==> config.mk <==
export PLATFORM = sky130hd
export DESIGN_NAME = tae_event_top
export DESIGN_NICKNAME = d
export VERILOG_FILES = /design/src/rtl/tae_pkg.sv /design/src/rtl/tae_trip_cmp.sv /design/src/rtl/tae_event_top.sv
export VERILOG_INCLUDE_DIRS = /design/src /design/src/rtl
export SDC_FILE = /design/constraint.sdc
export NUM_CORES = 1
export LEC_CHECK = 0
export BUFFER_PORTS_ARGS = -buffer_cell sky130_fd_sc_hd__clkbuf_2
export CAP_MARGIN = 15
export CORE_UTILIZATION = 40
export CTS_CLUSTER_DIAMETER = 150
export DETAILED_ROUTE_END_ITERATION = 10
export GPL_TIMING_DRIVEN = 0
export PLACE_DENSITY = 0.56
export RECOVER_POWER = 100
export SYNTH_ARGS = -nofsm -noshare
export SYNTH_HDL_FRONTEND = slang
export SYNTH_SLANG_ARGS = --single-unit
==> constraint.sdc <==
create_clock -name ref_clk -period 8.9 [get_ports ref_clk]
set_input_delay 2.225 -clock ref_clk [delete_from_list [all_inputs] [get_ports ref_clk]]
set_output_delay 2.225 -clock ref_clk [all_outputs]
set_load 0.01 [all_outputs]
==> src/rtl/tae_cfg.svh <==
`ifndef TAE_CFG_SVH
`define TAE_CFG_SVH

// ==========================================================================
// register pointers
`define TAE_PTR_CONFIG 8'h01
`define TAE_PTR_UPPER 8'h02
`define TAE_PTR_LOWER 8'h03
`define TAE_PTR_CRIT 8'h04
`define TAE_PTR_TEMP 8'h05

// ==========================================================================
// field positions and masks
`define TAE_CFG_WIDTH 11
`define TAE_CFG_CLEAR_BIT 5
`define TAE_TEMP_VAL_WIDTH 13
`define TAE_THR_WMASK 16'h1FFC

// ==========================================================================
// reset values
`define TAE_CFG_RESET 11'h000
`define TAE_THR_RESET 16'h0000
`define TAE_TEMP_RESET 13'h0000

// ==========================================================================
// hysteresis in temperature lsb (0.0625 C): 0, 1.5, 3, 6 C
`define TAE_HYST_0 14'h0000
`define TAE_HYST_1 14'h0018
`define TAE_HYST_2 14'h0030
`define TAE_HYST_3 14'h0060

// ==========================================================================
// timing
`define TAE_CONV_PERIOD_MS 125
`define TAE_CLK_FREQ_HZ 100000000
`define TAE_CONV_CYCLES ((64'd`TAE_CONV_PERIOD_MS * 64'd`TAE_CLK_FREQ_HZ) / 64'd1000)

`endif

==> src/rtl/tae_pkg.sv <==
`default_nettype none
package tae_pkg;

    // configuration register, bit 0 at the bottom
    typedef struct packed {
        logic [1:0] hyst;
        logic shutdown;
        logic crit_lock;
        logic win_lock;
        logic clear;
        logic status;
        logic en;
        logic crit_only;
        logic pol;
        logic int_mode;
    } tae_cfg_t;

    typedef struct packed {
        logic crit;
        logic above;
        logic below;
        logic [12:0] value;
    } tae_temp_t;

    typedef struct packed {
        logic wr;
        logic rd;
        logic [7:0] ptr;
        logic [15:0] wdata;
    } tae_reg_req_t;

endpackage
`default_nettype wire

==> src/rtl/tae_trip_cmp.sv <==
`timescale 1ns/100ps
`default_nettype none

// ==========================================================================
// one threshold with hysteresis; flag moves only on eval
module tae_trip_cmp #(
    parameter bit BELOW = 1'b0,
    parameter bit INCL = 1'b0
) (
    // clock and reset
    input wire logic ref_clk,
    input wire logic rst_b,
    // compare inputs
    input wire logic eval,
    input wire logic [13:0] temp,
    input wire logic [13:0] thr,
    input wire logic [13:0] hyst,
    // result
    output logic flag
);

    logic flag_q;
    logic flag_d;
    logic signed [14:0] t_w;
    logic signed [14:0] th_w;
    logic signed [14:0] hy_w;
    logic signed [14:0] band_w;
    logic set_w;
    logic rel_w;

    // one extra bit keeps threshold +/- hysteresis from wrapping
    assign t_w = {temp[13], temp};
    assign th_w = {thr[13], thr};
    assign hy_w = {1'b0, hyst};
    assign band_w = BELOW ? (th_w + hy_w) : (th_w - hy_w);
    assign set_w = BELOW ? (t_w < th_w) : (INCL ? (t_w >= th_w) : (t_w > th_w));
    assign rel_w = BELOW ? (t_w >= band_w) : (INCL ? (t_w < band_w) : (t_w <= band_w));
    assign flag_d = eval ? (flag_q ? ~rel_w : set_w) : flag_q;
    assign flag = flag_q;

    always_ff @(posedge ref_clk)
    begin
        if (!rst_b)
        begin
            flag_q <= 1'b0;
        end
        else
        begin
            flag_q <= flag_d;
        end
    end

endmodule

`default_nettype wire

==> src/rtl/tae_event_top.sv <==
// What this block does
// - comparator mode: alarm while temperature above upper or below lower threshold.
// - critical-only banding: alarm only at or above critical threshold, window ignored.
// - comparator mode alarm is unaffected by register reads or writes.
// - comparator alarm holds until temperature or new thresholds put it inside window.
// - interrupt mode: alarm on every window crossing, entering or leaving.
// - interrupt mode: writing clear-event bit drops alarm until next trigger.
// - outside critical, latched interrupt alarm clears by clear bit, or by alert response when polarity is active-low.
// - at critical threshold alarm asserts and holds until temperature falls below.
// - during critical condition clear bit and alert response are ignored.
// - cleared interrupt alarm reasserts at critical, drops once below critical.
// - uncleared alarm drops by itself when temperature falls below critical.
// - in critical band output acts as comparator, mode bit ignored.
// - temperature register reports above-critical, above-window, below-window flags.
// - upper threshold at pointer 02h, lower at 03h, both host writable.
// - critical threshold at pointer 04h, applied with configured hysteresis.
// - window flags release only after moving back by hysteresis amount.
// - a written threshold is used only after one full conversion period.
// - conversions run at least eight per second, each updating temperature.
// - configuration selects mode, polarity, banding, enable, status, clear, locks, hysteresis.
// - alarm pin stays released after reset until output enable is set.
// - alarm asserted on entering shutdown stays asserted through shutdown.
`timescale 1ns/100ps
`default_nettype none
`include "tae_cfg.svh"

module tae_event_top #(
    parameter int unsigned CONV_CYCLES = 32'(`TAE_CONV_CYCLES)
) (
    // clock and reset
    input wire logic ref_clk,
    input wire logic rst_b,
    // register port behind the serial bus
    input wire tae_pkg::tae_reg_req_t reg_req,
    output logic [15:0] reg_rd_data,
    output logic reg_rd_valid,
    input wire logic alert_resp_won,
    // converter link
    output logic conv_req,
    input wire logic conv_strobe,
    input wire logic [12:0] conv_data,
    // open-drain alarm pin
    output logic event_out,
    output logic event_oe
);

    localparam int CW = $clog2(CONV_CYCLES + 1);
    localparam logic [CW-1:0] CONV_LAST = CW'(CONV_CYCLES - 1);
    localparam logic [CW-1:0] SETTLE_LOAD = CW'(CONV_CYCLES);

    // ======================================================================
    // decode helpers
    function automatic logic [7:0] thr_ptr(input int idx);
        thr_ptr = (idx == 0) ? `TAE_PTR_CRIT : ((idx == 1) ? `TAE_PTR_UPPER : `TAE_PTR_LOWER);
    endfunction

    function automatic logic [13:0] hyst_lsb(input logic [1:0] sel);
        case (sel)
            2'h0: hyst_lsb = `TAE_HYST_0;
            2'h1: hyst_lsb = `TAE_HYST_1;
            2'h2: hyst_lsb = `TAE_HYST_2;
            default: hyst_lsb = `TAE_HYST_3;
        endcase
    endfunction

    // ======================================================================
    // state
    tae_pkg::tae_cfg_t cfg_q;
    tae_pkg::tae_cfg_t cfg_d;
    tae_pkg::tae_cfg_t cfg_w;
    logic [15:0] thr_q [3];
    logic [15:0] act_q [3];
    logic [CW-1:0] settle_q;
    logic [CW-1:0] conv_cnt_q;
    logic conv_req_q;
    logic [12:0] temp_q;
    logic strb_s1_q;
    logic strb_s2_q;
    logic strb_s3_q;
    logic [12:0] data_s1_q;
    logic [12:0] data_s2_q;
    logic eval_q;
    logic [1:0] win_prev_q;
    logic crit_prev_q;
    logic int_q;
    logic int_d;
    logic event_oe_q;
    logic event_out_q;
    logic [15:0] rd_data_q;
    logic rd_valid_q;

    // ======================================================================
    // decode
    logic wr_cfg;
    logic [2:0] wr_thr;
    logic [2:0] trip;
    logic [13:0] thr_s [3];
    logic [13:0] temp_s;
    logic [13:0] hyst_w;
    logic strb_rise;
    logic crit_fall;
    logic win_chg;
    logic clr_req;
    logic clr_ok;
    logic alarm;
    logic drive_low;
    logic thr_any_wr;
    logic conv_tick;
    tae_pkg::tae_temp_t temp_reg;
    tae_pkg::tae_cfg_t cfg_rd;
    logic [15:0] rd_data_d;

    assign wr_cfg = reg_req.wr && (reg_req.ptr == `TAE_PTR_CONFIG);
    assign cfg_w = tae_pkg::tae_cfg_t'(reg_req.wdata[`TAE_CFG_WIDTH-1:0]);
    assign temp_s = {temp_q[12], temp_q};
    assign hyst_w = hyst_lsb(cfg_q.hyst);
    assign thr_any_wr = |wr_thr;
    assign conv_tick = (conv_cnt_q == CONV_LAST);

    genvar gi;
    generate
        for (gi = 0; gi < 3; gi++)
        begin : g_trip
            // threshold writes are refused while their lock is set
            assign wr_thr[gi] = reg_req.wr && (reg_req.ptr == thr_ptr(gi))
                && !((gi == 0) ? cfg_q.crit_lock : cfg_q.win_lock);
            assign thr_s[gi] = {act_q[gi][12], act_q[gi][12:0]};
            tae_trip_cmp #(
                .BELOW(gi == 2),
                .INCL(gi == 0)
            ) u_cmp (
                .ref_clk(ref_clk),
                .rst_b(rst_b),
                .eval(eval_q),
                .temp(temp_s),
                .thr(thr_s[gi]),
                .hyst(hyst_w),
                .flag(trip[gi])
            );
        end
    endgenerate

    // once the output is enabled the mode and banding bits are frozen
    always_comb
    begin
        cfg_d = cfg_q;
        if (wr_cfg)
        begin
            cfg_d = cfg_w;
            cfg_d.status = 1'b0;
            cfg_d.clear = 1'b0;
            cfg_d.win_lock = cfg_q.win_lock | cfg_w.win_lock;
            cfg_d.crit_lock = cfg_q.crit_lock | cfg_w.crit_lock;
            cfg_d.int_mode = cfg_q.en ? cfg_q.int_mode : cfg_w.int_mode;
            cfg_d.crit_only = cfg_q.en ? cfg_q.crit_only : cfg_w.crit_only;
        end
    end

    // ======================================================================
    // converter link
    assign strb_rise = strb_s2_q && !strb_s3_q;

    always_ff @(posedge ref_clk)
    begin
        if (!rst_b)
        begin
            strb_s1_q <= 1'b0;
            strb_s2_q <= 1'b0;
            strb_s3_q <= 1'b0;
            data_s1_q <= `TAE_TEMP_RESET;
            data_s2_q <= `TAE_TEMP_RESET;
        end
        else
        begin
            strb_s1_q <= conv_strobe;
            strb_s2_q <= strb_s1_q;
            strb_s3_q <= strb_s2_q;
            data_s1_q <= conv_data;
            data_s2_q <= data_s1_q;
        end
    end

    // conversion requests stop in shutdown, so the alarm freezes there
    always_ff @(posedge ref_clk)
    begin
        conv_cnt_q <= (!rst_b || cfg_q.shutdown || conv_tick) ? '0 : conv_cnt_q + 1'b1;
    end

    always_ff @(posedge ref_clk)
    begin
        if (!rst_b)
        begin
            conv_req_q <= 1'b0;
            temp_q <= `TAE_TEMP_RESET;
            eval_q <= 1'b0;
        end
        else
        begin
            conv_req_q <= conv_tick && !cfg_q.shutdown;
            eval_q <= strb_rise;
            // data settles before the strobe rises and holds while it is high
            temp_q <= strb_rise ? data_s2_q : temp_q;
        end
    end

    // ======================================================================
    // registers
    always_ff @(posedge ref_clk)
    begin
        if (!rst_b)
        begin
            cfg_q <= tae_pkg::tae_cfg_t'(`TAE_CFG_RESET);
        end
        else
        begin
            cfg_q <= cfg_d;
        end
    end

    // a rewritten threshold waits out one conversion period before use
    always_ff @(posedge ref_clk)
    begin
        if (!rst_b)
        begin
            settle_q <= '0;
        end
        else
        begin
            settle_q <= thr_any_wr ? SETTLE_LOAD : (settle_q - CW'(settle_q != '0));
        end
    end

    always_ff @(posedge ref_clk)
    begin
        for (int i = 0; i < 3; i++)
        begin
            if (!rst_b)
            begin
                thr_q[i] <= `TAE_THR_RESET;
                act_q[i] <= `TAE_THR_RESET;
            end
            else
            begin
                thr_q[i] <= wr_thr[i] ? (reg_req.wdata & `TAE_THR_WMASK) : thr_q[i];
                act_q[i] <= (settle_q == '0 && !thr_any_wr) ? thr_q[i] : act_q[i];
            end
        end
    end

    // ======================================================================
    // alarm decision
    assign crit_fall = crit_prev_q && !trip[0];
    assign win_chg = cfg_q.int_mode && ({trip[1], trip[2]} != win_prev_q);
    assign clr_req = (wr_cfg && reg_req.wdata[`TAE_CFG_CLEAR_BIT])
        || (alert_resp_won && cfg_q.int_mode && !cfg_q.pol);
    assign clr_ok = clr_req && !trip[0];
    // a new crossing wins over a clear in the same cycle
    assign int_d = !cfg_q.int_mode ? 1'b0 :
        (win_chg ? 1'b1 : ((clr_ok || crit_fall) ? 1'b0 : int_q));
    assign alarm = trip[0]
        || (!cfg_q.crit_only
            && (cfg_q.int_mode ? int_q : (trip[1] || trip[2])));
    assign drive_low = cfg_q.en && (alarm ^ cfg_q.pol);

    always_ff @(posedge ref_clk)
    begin
        if (!rst_b)
        begin
            win_prev_q <= 2'h0;
            crit_prev_q <= 1'b0;
            int_q <= 1'b0;
        end
        else
        begin
            win_prev_q <= {trip[1], trip[2]};
            crit_prev_q <= trip[0];
            int_q <= int_d;
        end
    end

    always_ff @(posedge ref_clk)
    begin
        if (!rst_b)
        begin
            event_oe_q <= 1'b0;
            event_out_q <= 1'b0;
        end
        else
        begin
            event_oe_q <= cfg_q.shutdown ? event_oe_q : drive_low;
        end
    end

    // ======================================================================
    // read back
    assign temp_reg = '{crit: trip[0], above: trip[1], below: trip[2], value: temp_q};
    always_comb
    begin
        cfg_rd = cfg_q;
        cfg_rd.status = alarm;
        cfg_rd.clear = 1'b0;
    end
    assign rd_data_d = (reg_req.ptr == `TAE_PTR_CONFIG) ? {5'h00, cfg_rd} :
        (reg_req.ptr == `TAE_PTR_UPPER) ? thr_q[1] :
        (reg_req.ptr == `TAE_PTR_LOWER) ? thr_q[2] :
        (reg_req.ptr == `TAE_PTR_CRIT) ? thr_q[0] :
        (reg_req.ptr == `TAE_PTR_TEMP) ? temp_reg : 16'h0000;

    always_ff @(posedge ref_clk)
    begin
        if (!rst_b)
        begin
            rd_data_q <= 16'h0000;
            rd_valid_q <= 1'b0;
        end
        else
        begin
            rd_valid_q <= reg_req.rd;
            rd_data_q <= reg_req.rd ? rd_data_d : rd_data_q;
        end
    end

    // ======================================================================
    // outputs
    assign reg_rd_data = rd_data_q;
    assign reg_rd_valid = rd_valid_q;
    assign conv_req = conv_req_q;
    assign event_out = event_out_q;
    assign event_oe = event_oe_q;

endmodule

`default_nettype wire

==> results of run 1 <==
## cell families (layout without fill, tap and decap cells)
logic type	Yosys count	after routing	synth area share (%)
fa+ha+maj	86	86	11.2
other cells	1	1	0.0381
xor+xnor	69	69	6.14
simple gates	474	474	23.7
buf+inv	108	194	4.50
flops	192	192	39.1
mux	14	14	1.49
compound gates	223	223	13.9
## state kept, by name, indices dropped and copies added, names as in the netlist
name	flops
crit_prev_q	1
data_s1_q	13
int_q	1
strb_s3_q	1
strb_s1_q	1
win_prev_q	2
g_trip.u_cmp.flag	3
conv_cnt_q	24
temp_q	13
conv_req	1
strb_s2_q	1
event_oe	1
thr_q	33
reg_rd_data	16
data_s2_q	13
settle_q	24
reg_rd_valid	1
cfg_q	9
eval_q	1
act_q	33
## worst max path at each step
stage                              end  depth (start not counted)  slack [ns]   startpoint
after floorplan           thr_q[1][10]                          8        4.67  reg_req[21]
after global placement     act_q[1][9]                         10        4.16  reg_req[21]
after detailed placement   act_q[1][9]                         10        4.20  reg_req[21]
after CTS                  act_q[1][9]                         10        4.66  reg_req[21]
after global routing       act_q[0][5]                         10        3.44  reg_req[21]
final                      act_q[0][8]                         10        3.61  reg_req[21]
## cell type report
cell class                      count  area, um^2  area share, %
Clock buffer                       17         425           3.87
Timing Repair Buffer               54         246           2.25
Multi-Input combinational cell    867        5470           49.8
Buffer                             55         214           1.95
Inverter                           53         199           1.81
Clock inverter                     15         179           1.63
Sequential cell                   192        3840           35.0
Tap cell                          324         405           3.69
## metal layers
| metal | track usage (%) | vias up |
|---|---|---|
| met5 | 0 | - |
| met2 | 34.7 | 209 |
| met4 | 9.83 | 0 |
| met1 | 29.8 | 3798 |
| met3 | 2.59 | 52 |
| li1 | - | 4174 |
## metrics by stage
stage | setup slack, ns | hold WS (ns) | cells
2_1_floorplan | 4.67 | 0.406 | 1167
3_3_place_gp | 4.16 | 0.414 | 1545
3_5_place_dp | 4.20 | 0.421 | 1545
4_1_cts | 4.66 | 0.438 | 1577
5_1_grt | 3.44 | 0.444 | 1577
6_report | 3.61 | 0.433 | 1577
## power breakdown
part	internal [mW]	switching, mW	total [mW]
logic	0.161	0.248	0.410
clock network	0.383	0.386	0.769
registers	0.920	0.0510	0.971
## cell usage in the layout (no fill, tap or decap), types with 4 or more instances in the layout
cell | synthesis | routed
dfxtp_1 | 192 | 192
nand2_1 | 167 | 167
a21oi_1 | 83 | 99
ha_1 | 83 | 83
nor2_1 | 82 | 82
clkbuf_1 | 39 | 67
o21ai_0 | 61 | 63
inv_1 | 53 | 53
nand3_1 | 53 | 53
xnor2_1 | 43 | 43
clkbuf_2 | 1 | 36
xor2_1 | 26 | 26
nand2_2 | 20 | 20
nor3_1 | 19 | 19
and2_1 | 36 | 19
nand4_1 | 18 | 18
and2_0 | 0 | 17
clkbuf_16 | 0 | 17
nor4_1 | 13 | 14
nor2b_1 | 13 | 13
and3_1 | 11 | 11
or3_1 | 7 | 9
mux2i_1 | 9 | 9
nand2b_1 | 8 | 8
a211oi_1 | 8 | 8
or4_1 | 7 | 7
nand3b_1 | 7 | 7
a21o_1 | 6 | 6
a221oi_1 | 6 | 6
mux2_2 | 5 | 5
inv_8 | 0 | 5
o21a_1 | 4 | 4
a21oi_2 | 20 | 4
clkinv_8 | 0 | 4
==> flow_summary.yaml, run 1 <==
clock_network:
  cts_setup_buffers: 0
  cts.sinks: 192
  cts_root_buffer: "clkbuf_16"
  cts_htree_levels: 4
  cts_max_path_buffers: 2
  cts_inserted_buffers: 17
  ctsResizeCount: 0
  postCtsHoldBufs: 0
  cts_tree: "yes"
  clk_pin_slew_ns: 0.08
  clock_latency_ns: 0.44
setup_path:
  worstPathArrival_ns: 5.65
  r2r_start: "cfg_q[10]"
  end_kind: "flop"
  cp.buffers_inverters: 4
  max_stage_delay_ns: 0.67
  path_class: "in2reg"
  worstPathRequired_ns: 9.26
  cp-start-kind: "primary input"
  cp_cell_sequence: "clkbuf_2 > or4_2 > clkbuf_1 > nor4_1 > a41oi_1 > nand4_1 > clkbuf_1 > clkbuf_1 > nand3_1 > o21ai_0"
  ff2ff_path_depth: 13
  r2r-end: "g_trip[1].u_cmp.flag"
  rrSetupSlack_ns: 4.78
  crit_fanout: 10
  critPathTopFamily: "simple AND/OR/NAND/NOR gates"
  cp_common_cell: "clkbuf_1"
  slowest_stage: "nor4_1"
logic_synthesis:
  yosys-top-cells-area: "dfxtp_1 39%, ha_1 11%, nand2_1 6.4%, a21oi_1 4.2%, xnor2_1 3.8%"
  synth_common_cells: "192 x dfxtp_1, 167 x nand2_1, 83 x a21oi_1, 83 x ha_1, 82 x nor2_1"
  syn_area_per_cell_um2: 8.43
  synthCells: 1167
  ys_warn_count: 0
  ys_async_sr_fraction_pct: 0
  synth_top_area_share_pct: 39.1
  ys_seq_elements: 192
  synth_cell_types: 65
  synth.most_common_cell: "dfxtp_1"
  syn_area_mm2: 0.00984
  ys_seq_area_share_pct: 39.1
  synth_top_area_cell: "dfxtp_1"
  syn_nets: 1296
  synth_ff_type: "dfxtp_1"
  synth_edf_count: 0
die:
  dieArea_mm2: 0.0252
  die_h_um: 159
  die_w_um: 159
  ios: 63
  fp-row-count: 57
  core_area_mm2: 0.0242
  start_util_pct: 40.6
timing:
  skew_ns: 0.0122
  final_hold_viol_count: 0
  fmax_mhz: 189
  slew-limit-headroom_pct: 43.9
  setup_tns_ns: 0
  min_period_over_period_pct: 59.4
  rsz0062_at_grt: "no"
  tightest_slew_ns: 0.834
  period_minus_slack_ns: 5.29
  setup_viol: 0
  slew_violations: 0
route:
  met2_length_um: 12000
  routed_wl_um: 27100
  ant_nets: 0
  top_layer: "met4"
  wl_per_cell_um: 17.2
  viasPerCell: 5.22
  drt_pre_antenna_iters: 5
  wl_met3_um: 898
  met1_length_um: 13200
  drt_iter0_drc: 560
  drc: 0
  via_count: 8233
min_path:
  hold_path_end: "data_s2_q[0]"
  hold_depth: 1
  hp-start: "data_s1_q[0]"
  hold_class: "reg2reg"
run_status:
  status: "complete, no violations"
global_route:
  grt_usage_pct: 21.9
  overflow: 0
  grt_pass1_wl_um: 42500
  grt_max_degree: 22
  antenna_found_initial: 0
  grt_pass1_vias: 7645
layout:
  postLayoutCoreUtil_pct: 45.3
  antennaDiodeCount: 0
  area_growth_pct: 11.6
  final_nets: 1369
  design_area_mm2: 0.0110
  drive_gt1_share_pct: 8.62
  nFillCells: 2540
place:
  place_area_mm2: 0.0105
  gp_congestion: 0.888
  placement.io_buffers: 54
  dp_hpwl_um: 20600
run:
  max-cap-violations: 0
pwr:
  p_leak_nw: 4.05
  p_per_area_mw_per_mm2: 196
  p_total_mw: 2.15
  vdd_drop_max_mv: 0.130
(Power assumes the default switching activity.)
==> run 2: changes to the inputs <==
ABC_AREA = 1   (was not set)
clock period = 5.5 ns   (was 8.9 ns; I/O delays follow)
==> flow_summary.yaml, run 2 <==
setup_path:
  cp-start-kind: "flop"
  worstPathArrival_ns: 4.09
  path_class: "reg2reg"
  worstPathRequired_ns: 5.84
  crit_fanout: 5
  end_kind: "flop"
  ff2ff_path_depth: 19
logic_synthesis:
  ys_async_sr_fraction_pct: 0
  synth_top_area_share_pct: 37.1
  synth_top_area_cell: "dfxtp_1"
  synth_ff_type: "dfxtp_1"
  ys_seq_elements: 192
  ys_seq_area_share_pct: 37.1
  syn_nets: 1535
  yosys-top-cells-area: "dfxtp_1 37%, ha_1 10%, nand2_1 8.6%, inv_1 6.9%, nor2_1 6.4%"
  syn_area_mm2: 0.0104
  synth_common_cells: "238 x nand2_1, 192 x dfxtp_1, 190 x inv_1"
  synth_edf_count: 0
  syn_area_per_cell_um2: 7.37
  ys_warn_count: 0
  synthCells: 1406
  synth.most_common_cell: "nand2_1"
  synth_cell_types: 49
place:
  dp_hpwl_um: 22800
  gp_congestion: 0.949
  placement.io_buffers: 58
  dp_slack_ns: 1.81
  place_area_mm2: 0.0111
die:
  core_area_mm2: 0.0253
  start_util_pct: 40.9
  ios: 63
  die_w_um: 163
  fp-row-count: 58
  die_h_um: 163
  dieArea_mm2: 0.0266
timing:
  skew_ns: 0.0140
  setup_ws_ns: 1.75
  setup_viol: 0
  setup_tns_ns: 0
  fmax_mhz: 267
  tightest_slew_ns: 1.14
  min_period_over_period_pct: 68.2
  final_hold_viol_count: 0
  slew_violations: 0
  slew-limit-headroom_pct: 23.7
  period_minus_slack_ns: 3.75
  rsz0062_at_grt: "no"
layout:
  design_area_mm2: 0.0115
  regArea_mm2: 0.00384
  drive_gt1_share_pct: 6.62
  final_nets: 1612
  antennaDiodeCount: 0
  area_growth_pct: 11.4
  nFillCells: 2641
  multi_input_area_mm2: 0.00545
  largestRegisters: "act_q x33, thr_q x33"
  layout_commonest_cell: "nand2_1"
  final_cell_mix: "240 x nand2_1, 193 x inv_1, 192 x dfxtp_1"
clock_network:
  clock_latency_ns: 0.45
  cts_root_buffer: "clkbuf_16"
  cts_htree_levels: 4
  cts.sinks: 192
  cts_max_path_buffers: 2
  postCtsHoldBufs: 0
  cts_setup_buffers: 0
  ctsResizeCount: 0
  cts_tree: "yes"
  cts_inserted_buffers: 17
  clk_pin_slew_ns: 0.09
min_path:
  hold_depth: 1
  hold_class: "reg2reg"
pwr:
  vdd_drop_max_mv: 0.311
  p_leak_nw: 5.12
  p_per_area_mw_per_mm2: 507
  p_total_mw: 5.85
global_route:
  grt_max_degree: 24
  grt_pass1_wl_um: 45000
  grt_pass1_vias: 8386
  grt_usage_pct: 22.3
  overflow: 0
  antenna_found_initial: 0
route:
  drt_iter0_drc: 589
  via_count: 9198
  ant_nets: 0
  viasPerCell: 5.04
  drt_pre_antenna_iters: 5
  routed_wl_um: 29100
  drc: 0
  wl_per_cell_um: 15.9
run:
  max-cap-violations: 0
run_status:
  status: "complete, no violations"
-- run 2: layer usage --
metal | GRT usage, % | share of wire, % | vias to the layer above
li1 | - | - | 4771
met1 | 30.3 | 47 | 4202
met2 | 36.4 | 46 | 202
met3 | 3.85 | 5.0 | 23
met4 | 5.44 | 1.6 | 0
met5 | 0 | 0 | -
-- run 2: metrics by stage --
| step | hold WS [ns] | std cells | utilization, % |
|---|---|---|---|
| 6_report | 0.412 | 1826 | 45.6 |
| 5_1_grt | 0.433 | 1826 | 45.6 |
| 4_1_cts | 0.414 | 1826 | 46.2 |
| 3_5_place_dp | 0.395 | 1794 | 43.7 |
| 3_3_place_gp | 0.396 | 1794 | 43.7 |
| 2_1_floorplan | 0.390 | 1406 | - |
-- run 2: layout make-up --
type / instances / share of cell area [%]
clock inverters: 15 / 1.88
repair buffers: 58 / 2.29
clock buffers: 17 / 3.69
plain buffers: 40 / 1.66
flip-flops and latches: 192 / 33.3
inverters: 197 / 6.41
multi-input cells: 977 / 47.2
well taps: 330 / 3.58
-- run 2: kinds of logic after synthesis --
group	share of synthesized area, %
AOI/OAI and AO/OA	12.9
xor gates and xnor gates	3.30
DFF	37.1
and+or+nand+nor	26.7
buffers and inverters	9.36
adders and majority gates	10.6
other	0.0362
-- run 2: power breakdown --
part | internal, mW | switching [mW] | total (mW)
logic | 1.05 | 1.66 | 2.71
clock network | 0.636 | 0.670 | 1.31
registers | 1.62 | 0.227 | 1.84
-- run 2: path summary, 6_finish.rpt --
path | slack (ns) | end | start
worst max register to register | 1.75 | g_trip[1].u_cmp.flag | cfg_q[10]
worst max-delay path | 1.75 | g_trip[1].u_cmp.flag | cfg_q[10]
worst min register to register | 0.41 | eval_q | strb_s3_q
worst min-delay path | 0.41 | eval_q | strb_s3_q
-- run 2: critical path, cell delays in order (launching register included) --
cell and delay (ns):
dfxtp_1 0.50, inv_1 0.16, ha_1 0.38, inv_1 0.22, fa_1 0.26, nor2_1 0.06, a211oi_1 0.29, nand3_1 0.17
nor3_1 0.27, a21oi_1 0.13, ha_1 0.31, nand2_1 0.09, nor3_1 0.27, nand2_1 0.11, nand3_1 0.08, nand2_1 0.05
nand3_1 0.12, nand2_1 0.08, nand2_1 0.06, nand2_1 0.04
